## src/verilog/drc_pkg.sv

```systemverilog
// Package: constants for the ramp and converter calibration register group
package drc_pkg;
    // ---------------------------------------------------------------
    // Register addresses
    // ---------------------------------------------------------------
    localparam logic [7:0] ADDR_STATUS = 8'h00;
    localparam logic [7:0] ADDR_SECOND_CTRL = 8'h01;
    localparam logic [7:0] ADDR_FOURTH_CTRL = 8'h03;
    localparam logic [7:0] ADDR_RAMP_LOWER = 8'h04;
    localparam logic [7:0] ADDR_RAMP_UPPER = 8'h05;
    localparam logic [7:0] ADDR_RAMP_RISE = 8'h06;
    localparam logic [7:0] ADDR_RAMP_FALL = 8'h07;
    localparam logic [7:0] ADDR_RAMP_RATE = 8'h08;
    // ---------------------------------------------------------------
    // Field positions
    // ---------------------------------------------------------------
    localparam int LOCK_BIT = 24;
    localparam int RAMP_EN_BIT = 19;
    localparam int SYNC_PD_BIT = 26;
    localparam int CAL_CLK_PD_BIT = 25;
    localparam int CAL_START_BIT = 24;
    localparam int RATE_FALL_LSB = 16;
    localparam int RATE_W = 16;
    // ---------------------------------------------------------------
    // Reset values and lock window
    // ---------------------------------------------------------------
    localparam logic [31:0] FOURTH_CTRL_RST = 32'h0000_0000;
    localparam logic [31:0] WORD_RST = 32'h0000_0000;
    localparam logic [31:0] FOURTH_CTRL_MASK = 32'h07ff_ffff;
    localparam logic [10:0] LDW_CYC_128 = 11'h080;
    localparam logic [10:0] LDW_CYC_256 = 11'h100;
    localparam logic [10:0] LDW_CYC_512 = 11'h200;
    localparam logic [10:0] LDW_CYC_1024 = 11'h400;
    localparam int CAL_CYCLES = 16;
endpackage : drc_pkg

```

## src/verilog/drc_lock_if.sv

```systemverilog
// Interface: lock detector window select and result
`timescale 1ns/10ps
interface drc_lock_if;
    logic [1:0] window;
    logic locked;
    modport det (input window, output locked);
    modport ctl (output window, input locked);
endinterface : drc_lock_if

```

## src/verilog/drc_lock_det.sv

```systemverilog
// Lock detector: counts reference cycles with phase error in range
`timescale 1ns/10ps
module drc_lock_det
    import drc_pkg::*;
(
    input wire logic mclk,
    input wire logic sys_rst,
    input wire logic ref_tick,
    input wire logic phase_in_range,
    drc_lock_if.det lk
);
    logic [10:0] cnt_q, cnt_d;
    logic lock_q, lock_d;
    logic [10:0] need;

    always_comb begin
        unique case (lk.window)
            2'b00: need = LDW_CYC_128;
            2'b01: need = LDW_CYC_256;
            2'b10: need = LDW_CYC_512;
            2'b11: need = LDW_CYC_1024;
        endcase
    end

    always_comb begin
        cnt_d = cnt_q;
        lock_d = lock_q;
        if (!phase_in_range) begin
            // Any excursion restarts the in-range interval
            cnt_d = '0;
            lock_d = 1'b0;
        end else if (ref_tick) begin
            if (cnt_q >= need - 11'h001) begin
                lock_d = 1'b1;
            end else begin
                cnt_d = cnt_q + 11'h001;
            end
        end
    end

    always_ff @(posedge mclk) begin
        if (sys_rst) begin
            cnt_q <= '0;
            lock_q <= 1'b0;
        end else begin
            cnt_q <= cnt_d;
            lock_q <= lock_d;
        end
    end

    assign lk.locked = lock_q;
endmodule : drc_lock_det

```

## src/verilog/drc_regs.sv

```systemverilog
// Top: ramp and converter calibration register group
// Notes on behaviour
// - Window code 11 needs 1024 reference cycles
// - Codes 00/01/10 need 128/256/512 cycles
// - Lock status readable at bit 24, address 0x00
// - Bit 26 set disables sync output
// - Calibration clock runs only if bits 25,26 clear
// - Writing bit 24 one starts converter calibration
// - Ramp registers apply only while ramp enabled
// - Address 0x04 holds 32-bit lower bound
// - Address 0x05 holds 32-bit upper bound
// - Address 0x06 holds rising step amount
// - Address 0x07 holds falling step amount
// - Rate bits 31..16 set falling step interval
// - Rate bits 15..0 set rising step interval
`timescale 1ns/10ps
module drc_regs
    import drc_pkg::*;
#(
    parameter int CAL_LEN = CAL_CYCLES
)(
    input wire logic mclk,
    input wire logic sys_rst,
    input wire logic reg_wr,
    input wire logic reg_rd,
    input wire logic [7:0] reg_addr,
    input wire logic [31:0] reg_wdata,
    output logic [31:0] reg_rdata,
    input wire logic [31:0] second_control_word,
    input wire logic [1:0] lock_detect_window,
    input wire logic ref_tick,
    input wire logic phase_in_range,
    output logic sync_out_enable,
    output logic cal_clk_enable,
    output logic cal_busy,
    output logic ramp_active,
    output logic [31:0] ramp_lower,
    output logic [31:0] ramp_upper,
    output logic [31:0] ramp_rise_step,
    output logic [31:0] ramp_fall_step,
    output logic [15:0] ramp_rise_interval,
    output logic [15:0] ramp_fall_interval
);
    // Calibration counter is 16 bits wide
    if (CAL_LEN < 1 || CAL_LEN > 65535) begin : g_bad_len
        $error("CAL_LEN out of range");
    end

    // ---------------------------------------------------------------
    // Register storage
    // ---------------------------------------------------------------
    logic [31:0] ctl4_q, ctl4_d;
    logic [31:0] low_q, low_d;
    logic [31:0] up_q, up_d;
    logic [31:0] rise_q, rise_d;
    logic [31:0] fall_q, fall_d;
    logic [31:0] rate_q, rate_d;
    logic [31:0] rdata_q, rdata_d;
    logic cal_q, cal_d;
    logic [15:0] calcnt_q, calcnt_d;
    logic ramp_en;
    logic cal_clk_on;
    logic [31:0] olow_q, olow_d;
    logic [31:0] oup_q, oup_d;
    logic [31:0] orise_q, orise_d;
    logic [31:0] ofall_q, ofall_d;
    logic [15:0] orise_ivl_q, orise_ivl_d;
    logic [15:0] ofall_ivl_q, ofall_ivl_d;

    drc_lock_if lk ();
    assign lk.window = lock_detect_window;

    drc_lock_det u_lock (
        .mclk(mclk),
        .sys_rst(sys_rst),
        .ref_tick(ref_tick),
        .phase_in_range(phase_in_range),
        .lk(lk)
    );

    assign ramp_en = second_control_word[RAMP_EN_BIT];
    assign cal_clk_on = ~ctl4_q[CAL_CLK_PD_BIT]
                        & ~ctl4_q[SYNC_PD_BIT];

    // ---------------------------------------------------------------
    // Write decode
    // ---------------------------------------------------------------
    always_comb begin
        ctl4_d = ctl4_q;
        low_d = low_q;
        up_d = up_q;
        rise_d = rise_q;
        fall_d = fall_q;
        rate_d = rate_q;
        if (reg_wr) begin
            unique case (reg_addr)
                // Start bit is self-clearing, so it is not stored
                ADDR_FOURTH_CTRL: ctl4_d = reg_wdata & FOURTH_CTRL_MASK
                    & ~(32'h0000_0001 << CAL_START_BIT);
                ADDR_RAMP_LOWER: low_d = reg_wdata;
                ADDR_RAMP_UPPER: up_d = reg_wdata;
                ADDR_RAMP_RISE: rise_d = reg_wdata;
                ADDR_RAMP_FALL: fall_d = reg_wdata;
                ADDR_RAMP_RATE: rate_d = reg_wdata;
                default: ;
            endcase
        end
    end

    // ---------------------------------------------------------------
    // Calibration sequencer
    // ---------------------------------------------------------------
    always_comb begin
        cal_d = cal_q;
        calcnt_d = calcnt_q;
        if (reg_wr && reg_addr == ADDR_FOURTH_CTRL
            && reg_wdata[CAL_START_BIT]) begin
            cal_d = 1'b1;
            calcnt_d = '0;
        end else if (cal_q && cal_clk_on) begin
            // Calibration only advances while its clock runs
            if (calcnt_q == 16'(CAL_LEN - 1)) begin
                cal_d = 1'b0;
            end else begin
                calcnt_d = calcnt_q + 16'h0001;
            end
        end
    end

    // ---------------------------------------------------------------
    // Read mux
    // ---------------------------------------------------------------
    always_comb begin
        rdata_d = rdata_q;
        if (reg_rd) begin
            unique case (reg_addr)
                ADDR_STATUS: rdata_d = 32'(lk.locked) << LOCK_BIT;
                ADDR_FOURTH_CTRL: rdata_d = ctl4_q;
                ADDR_RAMP_LOWER: rdata_d = low_q;
                ADDR_RAMP_UPPER: rdata_d = up_q;
                ADDR_RAMP_RISE: rdata_d = rise_q;
                ADDR_RAMP_FALL: rdata_d = fall_q;
                ADDR_RAMP_RATE: rdata_d = rate_q;
                default: rdata_d = WORD_RST;
            endcase
        end
    end

    always_ff @(posedge mclk) begin
        if (sys_rst) begin
            ctl4_q <= FOURTH_CTRL_RST;
            low_q <= WORD_RST;
            up_q <= WORD_RST;
            rise_q <= WORD_RST;
            fall_q <= WORD_RST;
            rate_q <= WORD_RST;
        end else begin
            ctl4_q <= ctl4_d;
            low_q <= low_d;
            up_q <= up_d;
            rise_q <= rise_d;
            fall_q <= fall_d;
            rate_q <= rate_d;
        end
    end

    always_ff @(posedge mclk) begin
        if (sys_rst) begin
            cal_q <= 1'b0;
            calcnt_q <= '0;
        end else begin
            cal_q <= cal_d;
            calcnt_q <= calcnt_d;
        end
    end

    always_ff @(posedge mclk) begin
        if (sys_rst) begin
            rdata_q <= WORD_RST;
        end else begin
            rdata_q <= rdata_d;
        end
    end

    // ---------------------------------------------------------------
    // Ramp output staging
    // ---------------------------------------------------------------
    // Taken from the next register values, so a write made while the
    // ramp runs reaches the generator on the edge that stores it.
    // Zero while the ramp is off; the stored words stay untouched.
    always_comb begin
        olow_d = WORD_RST;
        oup_d = WORD_RST;
        orise_d = WORD_RST;
        ofall_d = WORD_RST;
        ofall_ivl_d = '0;
        orise_ivl_d = '0;
        if (ramp_en) begin
            olow_d = low_d;
            oup_d = up_d;
            orise_d = rise_d;
            ofall_d = fall_d;
            ofall_ivl_d = rate_d[RATE_FALL_LSB +: RATE_W];
            orise_ivl_d = rate_d[0 +: RATE_W];
        end
    end

    always_ff @(posedge mclk) begin
        if (sys_rst) begin
            olow_q <= WORD_RST;
            oup_q <= WORD_RST;
            orise_q <= WORD_RST;
            ofall_q <= WORD_RST;
            ofall_ivl_q <= '0;
            orise_ivl_q <= '0;
        end else begin
            olow_q <= olow_d;
            oup_q <= oup_d;
            orise_q <= orise_d;
            ofall_q <= ofall_d;
            ofall_ivl_q <= ofall_ivl_d;
            orise_ivl_q <= orise_ivl_d;
        end
    end

    // ---------------------------------------------------------------
    // Outputs
    // ---------------------------------------------------------------
    assign reg_rdata = rdata_q;
    assign sync_out_enable = ~ctl4_q[SYNC_PD_BIT];
    assign cal_clk_enable = cal_clk_on;
    assign cal_busy = cal_q;
    assign ramp_active = ramp_en;
    assign ramp_lower = olow_q;
    assign ramp_upper = oup_q;
    assign ramp_rise_step = orise_q;
    assign ramp_fall_step = ofall_q;
    assign ramp_fall_interval = ofall_ivl_q;
    assign ramp_rise_interval = orise_ivl_q;
endmodule : drc_regs

```

## config.mk

```make
export PLATFORM = sky130hd
export DESIGN_NAME = drc_regs
export DESIGN_NICKNAME = d
export VERILOG_FILES = /design/src/verilog/drc_pkg.sv /design/src/verilog/drc_lock_if.sv /design/src/verilog/drc_lock_det.sv /design/src/verilog/drc_regs.sv
export SDC_FILE = /design/constraint.sdc
export NUM_CORES = 1
export LEC_CHECK = 0
export ABC_CLOCK_PERIOD_IN_PS = 3750
export CORE_MARGIN = 3
export CORE_UTILIZATION = 55
export DETAILED_ROUTE_END_ITERATION = 10
export DONT_BUFFER_PORTS = 1
export GPL_TIMING_DRIVEN = 0
export PLACE_DENSITY = 0.72
export SLEW_MARGIN = 5
export SYNTH_ARGS = -nofsm -noshare
export SYNTH_HDL_FRONTEND = slang
export SYNTH_HIERARCHICAL = 1
export SYNTH_SLANG_ARGS = --single-unit
```

## constraint.sdc

```tcl
create_clock -name mclk -period 3.75 [get_ports mclk]
set_input_delay 0.75 -clock mclk [delete_from_list [all_inputs] [get_ports mclk]]
set_output_delay 0.75 -clock mclk [all_outputs]
set_load 0.05 [all_outputs]
```

==> Yosys cells after proc, flatten, opt, wreduce, memory -nomap -nowiden <==
Cells that the tools add are included.
{ "op_classes": {"add_sub_neg": 3, "mul": 0, "div_mod_pow": 0, "order_cmp": 1, "eq_ne": 10, "n_shift": 0, "n_mux": 15, "bitwise": 7, "reduce_logical": 15} }
{ "ops": {"columns": ["operator", "count"], "rows": [
  ["$mux W32", 10],
  ["$pmux W32 S7", 1],
  ["$pmux W11 S4", 1],
  ["$eq A8 B3 Y1 const B", 4],
  ["$add A16 B1 Y16 const B", 1],
  ["$eq A16 B4 Y1 const B", 1],
  ["$add A11 B1 Y11 const B", 1],
  ["$ge A11 B11 Y1", 1],
  ["$sub A11 B1 Y11 const B", 1],
  ["$reduce_and A2 Y1", 5],
  ["$eq A8 B2 Y1 const B", 1],
  ["$eq A8 B4 Y1 const B", 1],
  ["$logic_not A8 Y1", 1],
  ["$not A1 Y1", 6],
  ["$reduce_or A2 Y1", 3],
  ["$eq A2 B2 Y1 const B", 2],
  ["$reduce_bool A2 Y1", 2],
  ["$logic_and A1 B1 Y1", 3],
  ["$mux W1", 3],
  ["$eq A2 B1 Y1 const B", 1],
  ["$logic_not A2 Y1", 1],
  ["$and A1 B1 Y1", 1]
]} }
{ "word_totals": {"register_bits": 407, "latch_bits": 0, "mem_bits_rw": 0, "rom_bits": 0, "in_bits": 80, "output_inout_bits": 196, "word_cells": 68, "memories": 0} }

==> Depth between registers and ports, before layout <==
{ "depth": {"depth_word": 6, "ltp_mapped": 8, "ltp_nobuf": 6} }

==> Cells and area by module <==
Netlist, hierarchy kept.
{ "by_module_without_submodules": {"columns": ["mod", "n_inst", "cells_each", "area_each_um2", "seq_area_each_um2"], "rows": [
  ["drc_regs", 1, 1365, 13932.1, 7907.6],
  ["drc_lock_det", 1, 83, 749.5, 240.2]
]} }

==> Least setup slack after synthesis <==
No wires, ideal clock.
{ "synth_path": {"path_type": "input to register", "start": "input port lock_detect_window[1]", "end": "register u_lock.cnt_q[10]", "setup_ns": 0.068, "t_arrival_ns": 2.126, "t_required_ns": 3.682, "setup_slack_ns": 1.556, "cell_stages": 6, "n_path_buf": 0, "path_cell_list": "inv_1 -> ha_1 -> a21oi_1 -> o211ai_1 -> or4_1 -> a21oi_2"} }
{ "synth_between": {"elab_chain_len": 6, "word_cells_on_any_way": 9, "classes_between": "1 x add/sub; 1 x order compare; 3 x eq/ne; 1 x mux; 1 x bitwise; 2 x reduce/logical"} }
{ "synth_lines": {"columns": ["element", "line_no", "source"], "rows": [
  ["from (decl)", "drc_regs.sv:30", "input wire logic [1:0] lock_detect_window,"],
  ["$eq A2 B2 Y1, or another cell as far along", "drc_lock_det.sv:17", "unique case (lk.window)"],
  ["$pmux W11 S4 *", "drc_lock_det.sv:17", null],
  ["$sub A11 B1 Y11 *", "drc_lock_det.sv:33", "if (cnt_q >= need - 11'h001) begin"],
  ["$ge A11 B11 Y1 *", "drc_lock_det.sv:33", null],
  ["$not A1 Y1 (no line) *", null, null],
  ["$reduce_and A2 Y1 (no line) *", null, null],
  ["to (signal assigned)", "drc_lock_det.sv:46", "cnt_q <= cnt_d;"],
  ["to (decl)", "drc_lock_det.sv:12", "logic [10:0] cnt_q, cnt_d;"]
]} }
Every way passes the cells marked *; elsewhere a longest branch is shown, timed or not. The select of a mux whose other input is x is not followed.
A chain may end at the register's enable or synchronous reset.

==> Worst setup path in the final report <==
{ "layout_path": {"start": "register ctl4_q[26]", "end": "output port cal_clk_enable"} }
{ "layout_between": {"elab_chain_len": 2} }
{ "layout_lines": {"columns": ["element", "line_no", "source"], "rows": [
  ["from (decl)", "drc_regs.sv:52", "logic [31:0] ctl4_q, ctl4_d;"],
  ["from (signal assigned)", "drc_regs.sv:158", "ctl4_q <= ctl4_d;"],
  ["$not A1 Y1", "drc_regs.sv:83", "& ~ctl4_q[SYNC_PD_BIT];"],
  ["$and A1 B1 Y1", "drc_regs.sv:83", null],
  ["to (decl)", "drc_regs.sv:34", "output logic cal_clk_enable,"]
]} }
Every way passes these cells.

==> flow_metrics.env <==
export IMPL_tns_ns=0
export IMPL_synth_nets=1534
export IMPL_maxCapViolations=0
export IMPL_outcome="complete, no violations"
export IMPL_endpoint_kind="output port"
export IMPL_grt_pass1_wl_um=66000
export IMPL_critPathTopFamily="simple AND/OR/NAND/NOR gates"
export IMPL_cp_startpoint="ctl4_q[26]"
export IMPL_wl_per_cell_um=23.8
export IMPL_slew_headroom_pct=30.1
export IMPL_design_die_area_sq_um=28700
export IMPL_antenna_found_initial=1
export IMPL_cts_hold_buf=0
export IMPL_powerDensity_nw_per_um2=535
export IMPL_whs_ns=0.358
export IMPL_worstReg2RegEnd="calcnt_q[2]"
export IMPL_clock_path_buffers=3
export IMPL_yosys_warnings=6
export IMPL_skew_ns=0.0174
export IMPL_synth_area_leader_cell="dfxtp_1"
export IMPL_arrival_ns=1.77
export IMPL_clkSlewWorstSetupHoldPaths_ns=0.07
export IMPL_ys_seq_elements=407
export IMPL_cp_required_ns=3.00
export IMPL_finalInstanceArea_sq_um=16500
export IMPL_pre_cts_slack_ns=1.07
export IMPL_area_delta_synth_final_pct=12.4
export IMPL_fin_crit_sh_pct=67.2
export IMPL_hold_viol=0
export IMPL_total_power_mw=8.83
export IMPL_yosysUniqueCellTypes=57
export IMPL_rows=59
export IMPL_drt_total_wl_um=44000
export IMPL_dr_pass1_iters=7
export IMPL_rrSetupSlack_ns=1.60
export IMPL_worstMarginPinSlew_ns=1.04
export IMPL_post_cts_buffers=0
export IMPL_vias=11350
export IMPL_rsz0062_at_grt="no"
export IMPL_max_freq_mhz=397
export IMPL_fin_nets=1575
export IMPL_grt_max_degree=17
export IMPL_critical_path_class="reg -> out"
export IMPL_ir_drop_v=0.000361
export IMPL_cts_resized_gates=0
export IMPL_syn_inst=1448
export IMPL_setup_viol=0
export IMPL_fp_coreArea_sq_um=26100
export IMPL_drt_initial_drc_count=1184
export IMPL_ys_seq_area_share_pct=55.5
export IMPL_stdcell_count=1853
export IMPL_drc_errors=0
export IMPL_cts_root_buf="clkbuf_16"
export IMPL_portBuffers=0
export IMPL_period_minus_slack_ns=2.52
export IMPL_cts_buffers=39
export IMPL_synth_edf_count=0
export IMPL_drive_gt1_share_pct=10.0
export IMPL_grt_usage_pct=29.7
export IMPL_async_reset_ff_share_pct=0
export IMPL_cp_endpoint="cal_clk_enable"
export IMPL_tritoncts="done"
export IMPL_leakagePower_nw=7.03
export IMPL_overflow=0
export IMPL_hold_path_class="in -> reg"
export IMPL_reg2regPathDepth=4
export IMPL_cp_depth=1
export IMPL_grt_pass1_vias=11261
export IMPL_fin_ws_ns=1.23
export IMPL_yosysTopAreaCellShare_pct=55.5
export IMPL_post_route_util_pct=63.1
export IMPL_regArea_sq_um=8150
export IMPL_die_w_um=169
export IMPL_postSynthAreaPerCell_sq_um=10.1
export IMPL_ant_nets=0
export IMPL_start_util_pct=56.2
export IMPL_fill_cells=2201
export IMPL_dp_cells=1783
export IMPL_slowest_stage="nor2_1"
export IMPL_gp_congestion=0.934
export IMPL_syn_cell_area_sq_um=14700
export IMPL_worstPathCellList="nor2_1"
export IMPL_ys_flop_type="dfxtp_1"
export IMPL_slew_viol_final=0
export IMPL_vias_per_cell=6.13
export IMPL_io_pins=276
export IMPL_htreeDepth=2
export IMPL_cts_sinks=407
export IMPL_placedInstanceArea_sq_um=15100
export IMPL_clk_latency_ns=0.53
export IMPL_critPathLaunchType="register"
export IMPL_multi_input_comb_area_sq_um=5990
export IMPL_path_buf_inv=0
export IMPL_die_h_um=169
export IMPL_dp_hpwl_um=30200
export IMPL_synth_area_leaders="dfxtp_1 (55%), mux2i_1 (12%), nor2_1 (8.3%), nand2_1 (2.2%), a22o_1 (2.1%)"
export IMPL_critPathMaxFanout=6
export IMPL_rr_startpoint="ctl4_q[26]"
export IMPL_max_stage_delay_ns=0.84
-- layout make-up --
type | count | area share, %
Sequential cell | 407 | 49.4
Tap cell | 335 | 2.54
Buffer | 104 | 3.09
Inverter | 10 | 0.227
Clock buffer | 49 | 6.51
Clock inverter | 20 | 1.96
Antenna cell | 1 | 0.0152
Multi-Input combinational cell | 927 | 36.3
-- cell usage after synthesis (all sizes together), types with 2 or more instances --
cell type / instances
buf: 46
a22o: 36
inv: 10
mux4: 5
clkbuf: 58
nor4: 5
and4bb: 2
and3: 4
o21ai: 5
nor2b: 7
a221oi: 10
a22oi: 32
or3: 3
and2: 4
o211ai: 4
mux2i: 173
a222oi: 10
a21oi: 56
nor3: 3
mux2: 18
or4: 21
nand2b: 3
o2bb2ai: 9
nand3: 28
dfxtp: 407
o21a: 4
o221ai: 16
o31ai: 23
nor4b: 3
ha: 6
nand4: 11
and4: 5
nor2: 326
nand2: 88
-- state kept, by name, summed over array words and instances (netlist names), 32 cells and up --
signal / cells
ramp_rise_step: 32
rate_q: 32
ramp_upper: 32
low_q: 32
rise_q: 32
reg_rdata: 32
fall_q: 32
ramp_fall_step: 32
ramp_lower: 32
up_q: 32
-- where the power goes --
| part | internal [mW] | total, mW | switching, mW |
|---|---|---|---|
| sequential | 4.33 | 4.33 | 0.00677 |
| clock | 2.59 | 4.26 | 1.67 |
| combinational | 0.0492 | 0.238 | 0.189 |
| total | 6.97 | 8.83 | 1.87 |
-- metal layers --
| layer | up-vias | GRT usage (%) | routed length, um |
|---|---|---|---|
| met5 | - | 0 | 0 |
| met4 | 0 | 11.9 | 1740 |
| met3 | 134 | 9.18 | 5060 |
| met2 | 649 | 47.5 | 20000 |
| met1 | 5434 | 37.8 | 17200 |
| li1 | 5133 | - | - |
-- worst min-delay path by stage --
stage                     startpoint                to  depth (start not counted)
finish                 reg_wdata[18]        ctl4_q[18]                          2
global route           reg_wdata[18]        ctl4_q[18]                          2
CTS                    reg_wdata[13]        ctl4_q[13]                          2
detailed placement        ctl4_q[15]        ctl4_q[15]                          2
global placement          ctl4_q[18]        ctl4_q[18]                          2
floorplan           u_lock/lk.locked  u_lock/lk.locked                          2
-- cells by family (layout without fill, tap and decap cells) --
logic type / count (synthesis) / after routing / share of synthesized area [%]
other: 1 / 2 / 0.0255
AND/OR/NAND/NOR: 516 / 516 / 15.8
multiplexers: 196 / 196 / 13.9
buffers and inverters: 114 / 183 / 3.72
adder cells (fa/ha/maj): 6 / 6 / 0.511
flip-flops: 407 / 407 / 55.5
AO/OA/AOI/OAI: 208 / 208 / 10.5
-- layout by cell type, fill, tap and decap left out, drive strengths merged, types with 4 or more instances in the layout --
cell type  count
bufinv         8
and3           4
buf           46
and2           4
ha             6
nor2b          7
clkinvlp       5
a21oi         56
o21a           4
or4           21
a22oi         32
mux4           5
nand4         11
mux2i        173
o2bb2ai        9
o221ai        16
clkinv         5
nor2         326
o211ai         4
a222oi        10
dfxtp        407
mux2          18
inv           12
nand2         88
a22o          36
nor4           5
o31ai         23
a221oi        10
clkbuf       107
and4           5
o21ai          5
nand3         28
Note: power is estimated with default switching activity, not from simulation.
